--- src/dmabs_pkg.sv ---
package dmabs_pkg;
  localparam int unsigned NUM_CH = 4;
  localparam int unsigned ADDR_W = 16;
  localparam int unsigned CNT_W = 16;
  // address field positions
  localparam int unsigned LOW_LSB = 0;
  localparam int unsigned MID_LSB = 4;
  localparam int unsigned UPP_LSB = 8;
  localparam int unsigned NIB_W = 4;
  localparam int unsigned BYTE_W = 8;
  // reset values
  localparam logic [3:0] MASK_RST = 4'hf;
  localparam logic [3:0] ZERO4 = 4'h0;
  localparam logic [15:0] ZERO16 = 16'h0000;
  localparam logic [15:0] ONE16 = 16'h0001;
  localparam logic [15:0] CNT_ROLL = 16'hffff;
  // transfer kinds
  typedef enum logic [1:0] {
    DMABS_XFER_VERIFY,
    DMABS_XFER_IO_TO_MEM,
    DMABS_XFER_MEM_TO_IO,
    DMABS_XFER_MEM_TO_MEM
  } dmabs_xfer_t;
endpackage : dmabs_pkg

--- src/dmabs_chan_sel.sv ---
`timescale 1ns/10ps
`default_nettype none
// fixed priority pick of an unmasked request, channel 0 highest
module dmabs_chan_sel (
  input wire logic [3:0] req_in, // raw channel requests
  input wire logic [3:0] mask_in, // mask bits
  output logic any_out, // some request is valid
  output logic [1:0] idx_out // winning channel
);
  logic [3:0] valid;
  assign valid = req_in & ~mask_in;
  assign any_out = |valid;
  // lowest index wins
  always_comb begin
    idx_out = 2'h0;
    for (int i = dmabs_pkg::NUM_CH - 1; i >= 0; i--) begin
      if (valid[i]) begin
        idx_out = 2'(i);
      end
    end
  end
endmodule // dmabs_chan_sel
`default_nettype wire

--- src/dmabs_top.sv ---
`timescale 1ns/10ps
`default_nettype none
module dmabs_top (
  input wire logic clk_in, // 100 mhz clock
  input wire logic reset_in, // async active high
  input wire logic [3:0] channel_request_in, // peripheral requests
  input wire logic hold_grant_in, // processor released buses
  input wire logic [3:0] auto_reload_in, // per-channel reload enable
  input wire logic ack_active_high_in, // acknowledge sense
  input wire dmabs_pkg::dmabs_xfer_t xfer_kind_in, // transfer kind
  input wire logic [3:0] base_load_in, // load base registers
  input wire logic [15:0] base_addr_in, // base address to load
  input wire logic [15:0] base_count_in, // base count to load
  input wire logic [3:0] mask_clear_in, // clear mask bits
  input wire logic status_read_in, // clears terminal-count bits
  input wire logic end_of_process_n_in, // sensed pin level
  output logic end_of_process_n_out, // driven level, low only
  output logic end_of_process_n_oe_out, // drive enable
  input wire logic [3:0] low_address_nibble_in, // register select
  output logic [3:0] low_address_nibble_out, // address bits 3:0
  output logic low_address_nibble_oe_out, // drive enable
  output logic [3:0] mid_address_nibble_out, // address bits 7:4
  output logic mid_address_nibble_oe_out, // drive enable
  output logic [7:0] data_bus_lines_out, // upper address byte
  output logic data_bus_lines_oe_out, // drive enable
  output logic [3:0] reg_select_out, // sampled idle register select
  output logic hold_request_out, // to processor
  output logic [3:0] channel_acknowledge_out, // to peripherals
  output logic address_enable_out, // gates upper latch
  output logic upper_address_strobe_out, // latches upper byte
  output logic memory_read_strobe_n_out, // active low
  output logic memory_read_strobe_n_oe_out, // drive enable
  output logic memory_write_strobe_n_out, // active low
  output logic memory_write_strobe_n_oe_out, // drive enable
  output logic [3:0] mask_out, // mask bits
  output logic [3:0] terminal_count_out, // status bits
  output logic [15:0] cur_addr_out, // serviced channel address
  output logic [15:0] cur_count_out // serviced channel count
);
  typedef enum logic [2:0] {
    DMABS_IDLE, DMABS_WAIT, DMABS_ADR, DMABS_RD, DMABS_WR, DMABS_DONE
  } dmabs_state_t;

  dmabs_state_t state_ff, nxt_state;
  logic [1:0] chan_ff;
  logic [3:0] mask_ff, tc_ff, req_clr_ff;
  logic [15:0] base_addr_ff [4];
  logic [15:0] base_cnt_ff [4];
  logic [15:0] cur_addr_ff [4];
  logic [15:0] cur_cnt_ff [4];
  logic eop_drive_ff;
  logic [3:0] sel_ff;
  logic any_req;
  logic [1:0] win_idx;
  logic in_service, xfer_end, tc_hit, ext_eop, eop_evt;
  logic [3:0] req_eff;

  ////////////////////////////////////////////////////////////////////////
  // channel choice; a request ended by end of process stays cleared until it drops
  assign req_eff = channel_request_in & ~req_clr_ff;
  dmabs_chan_sel u_sel (
    .req_in(req_eff),
    .mask_in(mask_ff),
    .any_out(any_req),
    .idx_out(win_idx)
  );

  // service phase decode
  assign in_service = (state_ff == DMABS_ADR) || (state_ff == DMABS_RD) ||
                      (state_ff == DMABS_WR);
  assign xfer_end = (state_ff == DMABS_WR) ||
    ((state_ff == DMABS_RD) &&
     (xfer_kind_in != dmabs_pkg::DMABS_XFER_MEM_TO_MEM));
  assign tc_hit = xfer_end && (cur_cnt_ff[chan_ff] == dmabs_pkg::ZERO16);
  assign ext_eop = in_service && !end_of_process_n_in;
  assign eop_evt = tc_hit || ext_eop;

  ////////////////////////////////////////////////////////////////////////
  // service sequencer
  always_comb begin
    nxt_state = state_ff;
    case (state_ff)
      DMABS_IDLE: if (any_req) nxt_state = DMABS_WAIT;
      DMABS_WAIT: begin
        if (!any_req) nxt_state = DMABS_IDLE;
        else if (hold_grant_in) nxt_state = DMABS_ADR;
      end
      DMABS_ADR: nxt_state = eop_evt ? DMABS_DONE : DMABS_RD;
      DMABS_RD: begin
        if (eop_evt) nxt_state = DMABS_DONE;
        else if (xfer_kind_in == dmabs_pkg::DMABS_XFER_MEM_TO_MEM)
          nxt_state = DMABS_WR;
        else nxt_state = DMABS_DONE;
      end
      DMABS_WR: nxt_state = DMABS_DONE;
      DMABS_DONE: nxt_state = DMABS_IDLE;
      default: nxt_state = DMABS_IDLE;
    endcase
  end
  always_ff @(posedge clk_in or posedge reset_in) begin
    if (reset_in) state_ff <= DMABS_IDLE;
    else state_ff <= nxt_state;
  end
  // latch the winning channel when the grant arrives
  always_ff @(posedge clk_in or posedge reset_in) begin
    if (reset_in) chan_ff <= 2'h0;
    else if (state_ff == DMABS_WAIT && hold_grant_in) chan_ff <= win_idx;
  end
  // request clear on end of process, released when request drops
  always_ff @(posedge clk_in or posedge reset_in) begin
    if (reset_in) begin
      req_clr_ff <= dmabs_pkg::ZERO4;
    end else begin
      for (int i = 0; i < dmabs_pkg::NUM_CH; i++) begin
        if (eop_evt && chan_ff == 2'(i)) req_clr_ff[i] <= 1'b1;
        else if (!channel_request_in[i]) req_clr_ff[i] <= 1'b0;
      end
    end
  end
  ////////////////////////////////////////////////////////////////////////
  // per-channel address and count storage
  for (genvar g = 0; g < dmabs_pkg::NUM_CH; g++) begin : g_ch
    always_ff @(posedge clk_in or posedge reset_in) begin
      if (reset_in) begin
        base_addr_ff[g] <= dmabs_pkg::ZERO16;
        base_cnt_ff[g] <= dmabs_pkg::ZERO16;
        cur_addr_ff[g] <= dmabs_pkg::ZERO16;
        cur_cnt_ff[g] <= dmabs_pkg::ZERO16;
      end else if (base_load_in[g]) begin
        base_addr_ff[g] <= base_addr_in;
        base_cnt_ff[g] <= base_count_in;
        cur_addr_ff[g] <= base_addr_in;
        cur_cnt_ff[g] <= base_count_in;
      end else if (eop_evt && chan_ff == 2'(g) && auto_reload_in[g]) begin
        cur_addr_ff[g] <= base_addr_ff[g];
        cur_cnt_ff[g] <= base_cnt_ff[g];
      end else if (xfer_end && chan_ff == 2'(g)) begin
        cur_addr_ff[g] <= cur_addr_ff[g] + dmabs_pkg::ONE16;
        cur_cnt_ff[g] <= cur_cnt_ff[g] - dmabs_pkg::ONE16;
      end
    end
  end
  // mask and terminal-count status; hardware set wins over clear
  always_ff @(posedge clk_in or posedge reset_in) begin
    if (reset_in) begin
      mask_ff <= dmabs_pkg::MASK_RST;
      tc_ff <= dmabs_pkg::ZERO4;
    end else begin
      for (int i = 0; i < dmabs_pkg::NUM_CH; i++) begin
        if (eop_evt && chan_ff == 2'(i)) begin
          tc_ff[i] <= 1'b1;
          if (!auto_reload_in[i]) mask_ff[i] <= 1'b1;
        end else begin
          if (status_read_in) tc_ff[i] <= 1'b0;
          if (mask_clear_in[i]) mask_ff[i] <= 1'b0;
        end
      end
    end
  end
  // one-cycle low drive of end of process after terminal count
  always_ff @(posedge clk_in or posedge reset_in) begin
    if (reset_in) eop_drive_ff <= 1'b0;
    else eop_drive_ff <= tc_hit;
  end
  // register select sampled while idle
  always_ff @(posedge clk_in or posedge reset_in) begin
    if (reset_in) sel_ff <= dmabs_pkg::ZERO4;
    else if (state_ff == DMABS_IDLE) sel_ff <= low_address_nibble_in;
  end

  ////////////////////////////////////////////////////////////////////////
  // pin drive
  assign end_of_process_n_out = 1'b0;
  assign end_of_process_n_oe_out = eop_drive_ff;
  assign reg_select_out = sel_ff;
  assign low_address_nibble_out =
    cur_addr_ff[chan_ff][dmabs_pkg::LOW_LSB +: dmabs_pkg::NIB_W];
  assign low_address_nibble_oe_out = in_service;
  assign mid_address_nibble_out =
    cur_addr_ff[chan_ff][dmabs_pkg::MID_LSB +: dmabs_pkg::NIB_W];
  assign mid_address_nibble_oe_out = in_service;
  assign data_bus_lines_out =
    cur_addr_ff[chan_ff][dmabs_pkg::UPP_LSB +: dmabs_pkg::BYTE_W];
  assign data_bus_lines_oe_out = (state_ff == DMABS_ADR);
  assign hold_request_out = any_req || in_service;
  assign address_enable_out = in_service;
  assign upper_address_strobe_out = (state_ff == DMABS_ADR);
  // acknowledges, inactive level follows programmed sense
  always_comb begin
    for (int i = 0; i < dmabs_pkg::NUM_CH; i++) begin
      channel_acknowledge_out[i] = ack_active_high_in ~^
        (in_service && chan_ff == 2'(i));
    end
  end
  assign memory_read_strobe_n_out = !((state_ff == DMABS_RD) &&
    (xfer_kind_in == dmabs_pkg::DMABS_XFER_MEM_TO_IO ||
     xfer_kind_in == dmabs_pkg::DMABS_XFER_MEM_TO_MEM));
  assign memory_read_strobe_n_oe_out = in_service;
  assign memory_write_strobe_n_out = !(
    ((state_ff == DMABS_RD) &&
     (xfer_kind_in == dmabs_pkg::DMABS_XFER_IO_TO_MEM)) ||
    (state_ff == DMABS_WR));
  assign memory_write_strobe_n_oe_out = in_service;
  assign mask_out = mask_ff;
  assign terminal_count_out = tc_ff;
  assign cur_addr_out = cur_addr_ff[chan_ff];
  assign cur_count_out = cur_cnt_ff[chan_ff];
endmodule // dmabs_top
`default_nettype wire
--- config.mk ---
export PLATFORM = sky130hd
export DESIGN_NAME = dmabs_top
export DESIGN_NICKNAME = d
export VERILOG_FILES = /design/src/dmabs_pkg.sv /design/src/dmabs_chan_sel.sv /design/src/dmabs_top.sv
export SDC_FILE = /design/constraint.sdc
export NUM_CORES = 1
export LEC_CHECK = 0
export ABC_AREA = 1
export BUFFER_PORTS_ARGS = -buffer_cell sky130_fd_sc_hd__buf_2
export CORE_MARGIN = 1
export CORE_UTILIZATION = 25
export DETAILED_ROUTE_END_ITERATION = 10
export SLEW_MARGIN = 25
export SYNTH_ARGS = -nofsm -noshare
export SYNTH_HDL_FRONTEND = slang
export SYNTH_SLANG_ARGS = --single-unit
--- constraint.sdc ---
create_clock -name clk_in -period 8.98 [get_ports clk_in]
set_input_delay 0.898 -clock clk_in [delete_from_list [all_inputs] [get_ports clk_in]]
set_output_delay 0.898 -clock clk_in [all_outputs]
set_load 0.02 [all_outputs]
After elaboration in Yosys (flattened, before gate mapping)
Index checks and enable logic that the tools add are counted.

Register bits after elaboration: 278. Latch bits: 0. RAM bits: 0. Memory bits (read-only): 0. Bits of input ports: 60. Output and inout bits: 76. Logic and storage cells: 190. Memories: 0.

Add/sub/neg operators: 8. Multipliers: 0. Div/mod/pow operators: 0. $lt $le $gt $ge: 1. Equality and inequality tests: 21. Shift operators: 0. Muxes and demuxes: 66. Bitwise gates (word level): 9. Reduce and logical (&&, ||, !) cells: 53.

Operator list (number): $mux W16 (28); $add A16 B1 Y16 const B (4); $bmux W16 S2 (2); $sub A16 B1 Y16 const B (4); $mux W1 (27); $logic_and A1 B1 Y1 (22); $logic_not A16 Y1 (1); $reduce_bool A2 Y1 (8); $pmux W3 S5 (1); $mux W3 (4); $ne A2 B2 Y1 const B (6); $reduce_bool A3 Y1 (4); $reduce_and A2 Y1 (5); $and A4 B4 Y4 (2); $eq A2 B2 Y1 const B (4); $mux W2 (4); $ne A2 B1 Y1 const B (4); $not A4 Y4 (2); $logic_or A1 B1 Y1 (7); $eq A3 B2 Y1 const B (2); $eq A2 B1 Y1 const B (2); $reduce_or A4 Y1 (1); $xnor A1 B1 Y1 (4); $eq A3 B1 Y1 const B (1); 7 further kinds (9).

Depth between registers and ports, before layout
Gate-level depths: netlist (run 1).

Depth in word-level cells: 11. Depth in mapped cells: 20. Gate-level depth less buffers: 17.

Cells and area by module
A second synthesis (run 1) with hierarchy kept.

Cell total of the unflattened synthesis: 2297. Area total of the unflattened synthesis: 15877.7 µm².

Modules (own cells, without submodules): dmabs_top (times used 1, cells an instance 2280, area an instance 15802.7 µm², sequential area each 6961.7 µm²); dmabs_chan_sel (times used 1, cells an instance 17, area an instance 75.1 µm², sequential area each 0.0 µm²).

Least setup slack after synthesis (run 1)
OpenSTA, ideal clock, no wires.

Path kind: register -> output. Start: register chan_ff[0]. End: output data_bus_lines_out[7]. Arrival time: 1.685 ns. Data required time: 8.082 ns. Setup slack: 6.397 ns. Stages on the path, launching flop included: 7. Path buffers: 3. Cells stage by stage: dfrtp_1 > buf_4 > inv_6 > nand2_4 > clkbuf_1 > o21ai_0 > buf_4.

Cells in the longest elaborated chain, start to end: 4.

RTL lines: start: declaration (line dmabs_top.sv:45) `logic [1:0] chan_ff;`; start signal: assignment (line dmabs_top.sv:107) `else if (state_ff == DMABS_WAIT && hold_grant_in) chan_ff <= win_idx;`; $not A2 Y3; $bmux W16 S2; $mux W16 (2 in series); end: declaration (line dmabs_top.sv:24) `output logic [7:0] data_bus_lines_out,`.

No other way between the ends. The select of a mux whose other input is x is not followed.

Worst setup path after layout (run 1)
Start: register chan_ff[1]. End: register cur_addr_ff[38] (netlist bit).

Cells in the longest elaborated chain, start to end: 11. Elaborated cells between the ends (all ways): 14. Classes of those cells: eq/ne (1); mux (5); bitwise (1); reduce/logical (7).

RTL lines: $not A2 Y3 (not written as such) (line dmabs_top.sv:74) `assign tc_hit = xfer_end && (cur_cnt_ff[chan_ff] == dmabs_pkg::ZERO16);`; $bmux W16 S2 (line dmabs_top.sv:74); $mux W16 (not written as such) (2 in series) (line dmabs_top.sv:74); $logic_not A16 Y1 (line dmabs_top.sv:74); $logic_and A1 B1 Y1 (line dmabs_top.sv:74); $logic_or A1 B1 Y1 (line dmabs_top.sv:76) `assign eop_evt = tc_hit || ext_eop;`; $logic_and A1 B1 Y1 (2 in series) (line dmabs_top.sv:134) `end else if (eop_evt && chan_ff == 2'(g) && auto_reload_in[g]) begin`; $mux W16 (line dmabs_top.sv:134); $mux W16 (line dmabs_top.sv:129) `end else if (base_load_in[g]) begin`; end signal: indexed assignment (line dmabs_top.sv:132) `cur_addr_ff[g] <= base_addr_in;`; end signal: indexed assignment (line dmabs_top.sv:135) `cur_addr_ff[g] <= base_addr_ff[g];`; end signal: indexed assignment (line dmabs_top.sv:138) `cur_addr_ff[g] <= cur_addr_ff[g] + dmabs_pkg::ONE16;`; end: declaration (line dmabs_top.sv:49) `logic [15:0] cur_addr_ff [4];`.

Parallel ways exist; a longest one is shown, timed or not. The select of a mux whose other input is x is not followed. A chain may end at the register's enable or synchronous reset.

==> flow_summary.json, run 1 <==
{
  "synth_top_area_cell": "dfrtp_1",
  "drt-pass1-iter-count": 8,
  "antenna_found_initial": 4,
  "crit_type": "reg -> reg",
  "final_nets": 2420,
  "grt_setup_unrepaired": "false",
  "die-area_um2": 64700,
  "grt_overflow": 0,
  "ff2ff_path_depth": 14,
  "grt_pass1_wl_um": 81800,
  "yosysWarningCount": 0,
  "ant_nets": 0,
  "nFillCells": 6875,
  "regToRegSetupSlack_ns": 4.86,
  "cts_setup_buffers": 0,
  "end_kind": "flop",
  "worstPathRequired_ns": 9.44,
  "core_um2": 63000,
  "post-route-min-period_ns": 4.12,
  "rows": 92,
  "io_pins": 136,
  "fin_skew_ns": 0.0207,
  "async_flop_share_pct": 100,
  "gp_congestion": 0.936,
  "switching_power_w": 0.00218,
  "vdd_drop_max_v": 0.000147,
  "grt_max_degree": 158,
  "cp-start-kind": "flop",
  "clkSlewWorstSetupHoldPaths_ns": 0.06,
  "cap_violations": 0,
  "swShare_pct": 42.8,
  "finalSetupTns_ns": 0,
  "layout_commonest_cell": "nand2_1",
  "relSlewSlack_pct": 38.6,
  "drt_iter0_drc": 1197,
  "setup_violations": 0,
  "hold_violations": 0,
  "drive_above_1_share_pct": 10.2,
  "synthTopCellsByArea": "dfrtp_1, nand2_1, nor2_1, inv_1, o21ai_0",
  "cts_buffers": 34,
  "die_h_um": 254,
  "ctsHoldBuffers": 0,
  "synth_edf_count": 0,
  "clockBufferDepth": 3,
  "crit_arrival_ns": 4.58,
  "htree_levels": 2,
  "clock_power_share_pct": 27.2,
  "synth_top_area_share_pct": 43.0,
  "ys_seq_area_share_pct": 43.7,
  "dp_hpwl_um": 38800,
  "root_buffer": "clkbuf_16",
  "violations": "design-rule violations",
  "clock-sinks": 278,
  "synth_area_um2": 15900,
  "start_util_pct": 25.3,
  "ys_types": 49,
  "timing.final.crit_share_pct": 45.9,
  "syn2layout_area_growth_pct": 14.8,
  "p_int_w": 0.00291,
  "total_power_w": 0.00509,
  "timing.rr.end": "cur_addr_ff[38]",
  "syn_inst": 2278,
  "portBuffers": 134,
  "drc": 1,
  "routed_wl_um": 53000,
  "synth_ff_type": "dfrtp_1",
  "power_density_nw_per_um2": 278,
  "p_seq_share_pct": 34.7,
  "viasPerCell": 4.60,
  "track_usage_pct": 16.5,
  "cts_resized": 0,
  "hold_path_class": "in -> async",
  "n_antenna_cell": 0,
  "combinationalPowerShare_pct": 38.0,
  "final_util_pct": 29.0,
  "final_cell_mix": "nand2_1, dfrtp_1, nor2_1, inv_1, buf_2",
  "fmax_mhz": 243,
  "outcome": "finished with violations",
  "r2r_start": "chan_ff[1]",
  "clk_latency_ns": 0.54,
  "post_drt_wl_per_cell_um": 16.5,
  "worst_pin_slew_ns": 0.920,
  "drv_slew": 0,
  "cts_tree": "built",
  "p_leak_nw": 9.61,
  "avgSynthCellArea_um2": 6.99,
  "vias": 14813,
  "grt_pass1_vias": 13649,
  "die_w_um": 254,
  "crit_fanout": 25,
  "synthesis.nets": 2346,
  "synth_seq_cells": 278
}
final cells by class:
class / instances / area (um2) / share of cell area, %
multi-input cells: 1651 / 7460 / 40.8
clock inverters: 9 / 101 / 0.554
inverters: 242 / 926 / 5.06
flip-flops and latches: 278 / 6960 / 38.1
repair buffers: 145 / 766 / 4.19
well taps: 846 / 1060 / 5.79
clock buffers: 52 / 1010 / 5.52
synthesized netlist by cell type (all sizes together), types with 7 or more instances:
library cell / count
nand2: 915
o22ai: 7
dfrtp: 274
xor2: 49
nand3: 93
buf: 68
o21ai: 130
nor2: 245
nor3: 25
clkbuf: 39
ha: 8
a22oi: 19
xnor2: 15
a21oi: 80
o221ai: 9
inv: 238
nand4: 19
metal layers:
layer | part of all wire (%) | wire length [um] | GRT usage [%]
met3 | 6.5 | 3430 | 2.30
met1 | 45 | 24100 | 23.0
met2 | 46 | 24600 | 26.7
met4 | 1.6 | 864 | 4.03
met5 | 0.053 | 28 | 0
kinds of logic after synthesis:
family / share of synthesized area [%]
AO/OA/AOI/OAI: 9.20
XOR/XNOR: 3.52
adder cells (fa/ha/maj): 0.628
buffers and inverters: 9.47
flip-flops: 43.7
multiplexers: 0.283
other: 0.0235
AND/OR/NAND/NOR: 33.2
sequential cells by signal, summed over array words and instances, names as in the netlist:
signal	flops
state_ff	3
end_of_process_n_oe_out	1
req_clr_ff	4
base_cnt_ff	64
reg_select_out	4
cur_cnt_ff	64
terminal_count_out	4
base_addr_ff	64
chan_ff	2
mask_out	4
cur_addr_ff	64
critical path, cell delays in order, from the launching register on:
cell and delay (ns):
dfrtp_1 0.75, nand2_2 0.37, inv_2 0.33, nand2_1 0.08
nand3_1 0.14, nor2_1 0.08, nand2_1 0.09, nor2_1 0.04
nand2_1 0.11, nand2_4 0.17, nand3_2 0.45, nand2_2 0.44
inv_1 0.60, o21ai_0 0.21, a21oi_1 0.16
power groups by stage:
stage          Clock, W  Combinational (W)  Sequential [W]
3_3_place_gp          0            0.00193         0.00178
6_report        0.00139            0.00194         0.00177
4_1_cts         0.00141            0.00195         0.00176
5_1_grt         0.00146            0.00215         0.00180
2_1_floorplan         0            0.00141         0.00170
3_5_place_dp          0            0.00194         0.00178
how the worst max path moves through the flow:
stage	start	to
2_1_floorplan	reset_in	base_addr_ff[0]
3_3_place_gp	xfer_kind_in[1]	cur_cnt_ff[43]
3_5_place_dp	chan_ff[1]	cur_addr_ff[38]
4_1_cts	chan_ff[1]	cur_addr_ff[38]
5_1_grt	chan_ff[1]	cur_cnt_ff[35]
6_report	chan_ff[1]	cur_addr_ff[38]
through the flow:
| step | hold slack, ns | setup slack (ns) | std cells | cell area [um2] |
|---|---|---|---|---|
| 6_report | 0.402 | 4.86 | 3223 | 18300 |
| 4_1_cts | 0.424 | 4.85 | 3223 | 18300 |
| 5_1_grt | 0.430 | 4.42 | 3223 | 18300 |
| 3_3_place_gp | 0.449 | 4.95 | 3162 | 17200 |
| 3_5_place_dp | 0.453 | 4.88 | 3162 | 17200 |
| 2_1_floorplan | 0.433 | 0.423 | 2278 | 15900 |
Note: power is estimated with default switching activity, not from simulation.
==> run 2: changes to the inputs <==
Settings changed: ABC_AREA 1 to 0.
Clock period 8.98 ns to 4 ns, I/O delays scaled along.
==> flow_summary.json, run 2 <==
{
  "end_kind": "flop",
  "grt_setup_unrepaired": "false",
  "synth_ff_type": "dfrtp_1",
  "cap_violations": 0,
  "vdd_drop_max_v": 0.000370,
  "gp_congestion": 0.958,
  "yosysMostFrequentCell": "dfrtp_1",
  "drv_slew": 0,
  "r2r_start": "chan_ff[0]",
  "portBuffers": 134,
  "n_antenna_cell": 0,
  "crit_start": "chan_ff[0]",
  "combinationalPowerShare_pct": 33.7,
  "rows": 88,
  "fin_skew_ns": 0.0324,
  "core_um2": 58100,
  "ctsHoldBuffers": 1,
  "io_pins": 136,
  "ys_top_cells_by_count": "dfrtp_1, nand2_1, nor2_1",
  "cts_resized": 0,
  "finalSetupTns_ns": 0,
  "antenna_found_initial": 8,
  "synthTopCellsByArea": "dfrtp_1, mux2_2, mux4_2, xnor2_1, nand2_1",
  "synth_edf_count": 0,
  "vias": 11609,
  "clkSlewWorstSetupHoldPaths_ns": 0.06,
  "ys_seq_area_share_pct": 46.9,
  "die_h_um": 246,
  "htree_levels": 1,
  "nFillCells": 6046,
  "routed_wl_um": 47500,
  "power_density_nw_per_um2": 574,
  "crit_arrival_ns": 3.96,
  "yosysWarningCount": 0,
  "timing.rr.end": "cur_addr_ff[55]",
  "cp-start-kind": "flop",
  "synthesis.nets": 1492,
  "setup_violations": 0,
  "start_util_pct": 25.5,
  "hold_path_class": "in -> async",
  "clockBufferDepth": 3,
  "avgSynthCellArea_um2": 10.4,
  "die-area_um2": 60300,
  "syn_inst": 1424,
  "async_flop_share_pct": 100,
  "relSlewSlack_pct": 28.9,
  "fmax_mhz": 284,
  "switching_power_w": 0.00381,
  "final_nets": 1600,
  "viasPerCell": 5.00,
  "timing.final.crit_share_pct": 88.1,
  "synth_top_area_cell": "dfrtp_1",
  "final_cells": 2320,
  "drt-pass1-iter-count": 5,
  "synth_area_um2": 14800,
  "p_seq_share_pct": 38.7,
  "root_buffer": "clkbuf_16",
  "clk_latency_ns": 0.59,
  "grt_pass1_vias": 11446,
  "worstPathRequired_ns": 4.44,
  "crit_fanout": 20,
  "hold_ws_ns": -0.0129,
  "post-route-min-period_ns": 3.53,
  "dp_hpwl_um": 34800,
  "dp.cells": 2264,
  "drt_iter0_drc": 1046,
  "p_int_w": 0.00611,
  "drive_above_1_share_pct": 23.2,
  "cts_setup_buffers": 0,
  "violations": "negative hold slack",
  "regToRegSetupSlack_ns": 0.47,
  "syn2layout_area_growth_pct": 16.5,
  "cts_buffers": 30,
  "ant_nets": 0,
  "grt_pass1_wl_um": 72500,
  "hold_violations": 2,
  "outcome": "finished with violations",
  "worst_pin_slew_ns": 1.05,
  "cts_tree": "built",
  "p_leak_nw": 7.01,
  "final_cell_mix": "dfrtp_1, buf_2, nand2_1, nor2_1, mux2_2",
  "ff2ff_path_depth": 6,
  "ys_types": 72,
  "synth_top_area_share_pct": 46.2,
  "final_area_um2": 17300,
  "synth_seq_cells": 278,
  "swShare_pct": 38.4,
  "clock_power_share_pct": 27.6,
  "track_usage_pct": 15.8,
  "layout_commonest_cell": "dfrtp_1",
  "crit_type": "reg -> reg",
  "clock-sinks": 278,
  "grt_overflow": 0,
  "drc": 0,
  "post_drt_wl_per_cell_um": 20.5,
  "placed_cell_area_um2": 16300,
  "die_w_um": 246,
  "crit_end": "cur_addr_ff[55]",
  "total_power_w": 0.00992,
  "grt_max_degree": 148
}
==> run 2: cell types whose count changed after synthesis, sizes merged, moves of 32 or more <==
| cell | before | now |
|---|---|---|
| nor2 | 245 | 119 |
| nand2 | 915 | 124 |
| o21ai | 130 | 64 |
| mux4 | 0 | 32 |
| mux2 | 4 | 113 |
| xnor2 | 15 | 62 |
| inv | 238 | 55 |
| nand3 | 93 | 35 |
==> run 2: final cells by class <==
cell class | instances | area (um2) | area share (%)
repair buffers | 170 | 981 | 5.68
clock buffers | 49 | 922 | 5.34
multi-input cells | 996 | 7200 | 41.6
inverters | 56 | 214 | 1.24
clock inverters | 6 | 45.0 | 0.261
well taps | 765 | 957 | 5.54
flip-flops and latches | 278 | 6960 | 40.3
==> run 2: power groups by stage <==
stage	clock, W	combinational, W	sequential, W
after floorplan	0	0.00244	0.00363
after global placement	0	0.00331	0.00386
after detailed placement	0	0.00334	0.00388
after CTS	0.00281	0.00335	0.00383
after global routing	0.00291	0.00359	0.00391
final	0.00274	0.00334	0.00384
==> run 2: how the worst min path moves through the flow <==
stage / endpoint / slack, ns / cells after the start
2_1_floorplan: base_addr_ff[45] / 0.44 / 2
3_3_place_gp: base_addr_ff[45] / 0.45 / 2
3_5_place_dp: base_addr_ff[45] / 0.45 / 2
4_1_cts: req_clr_ff[3] / 0.01 / 3
5_1_grt: terminal_count_out[2] / 0.04 / 2
6_report: base_cnt_ff[52] / -0.01 / 3
==> run 2: worst max-delay path, stage by stage, from the launching register on <==
cell	delay [ns]
dfrtp_2	0.66
mux4_2	0.61
or4_4	0.58
or4_4	0.47
o211a_1	0.56
nand2_2	0.36
a31oi_1	0.12
==> run 2: per-layer routing <==
metal	track usage (%)	part of all wire, %
met5	0	0.15
met4	4.93	2.4
met3	3.44	7.5
met2	25.0	46
met1	21.3	44
==> run 2: logic make-up after synthesis <==
kind of cell,share of synthesized area [%]
adders and majority gates,0.675
xor gates and xnor gates,6.67
AOI/OAI and AO/OA,9.18
other,0.0253
buffers and inverters,4.69
and+or+nand+nor,16.3
muxes,15.5
DFF,46.9
==> run 2: stage by stage <==
| stage | worst slack [ns] | utilization (%) |
|---|---|---|
| after floorplan | -0.0761 | - |
| after global placement | 0.538 | 28.0 |
| after detailed placement | 0.464 | 28.0 |
| after CTS | 0.436 | 29.7 |
| after global routing | 0.327 | 29.7 |
| final | 0.475 | 29.7 |
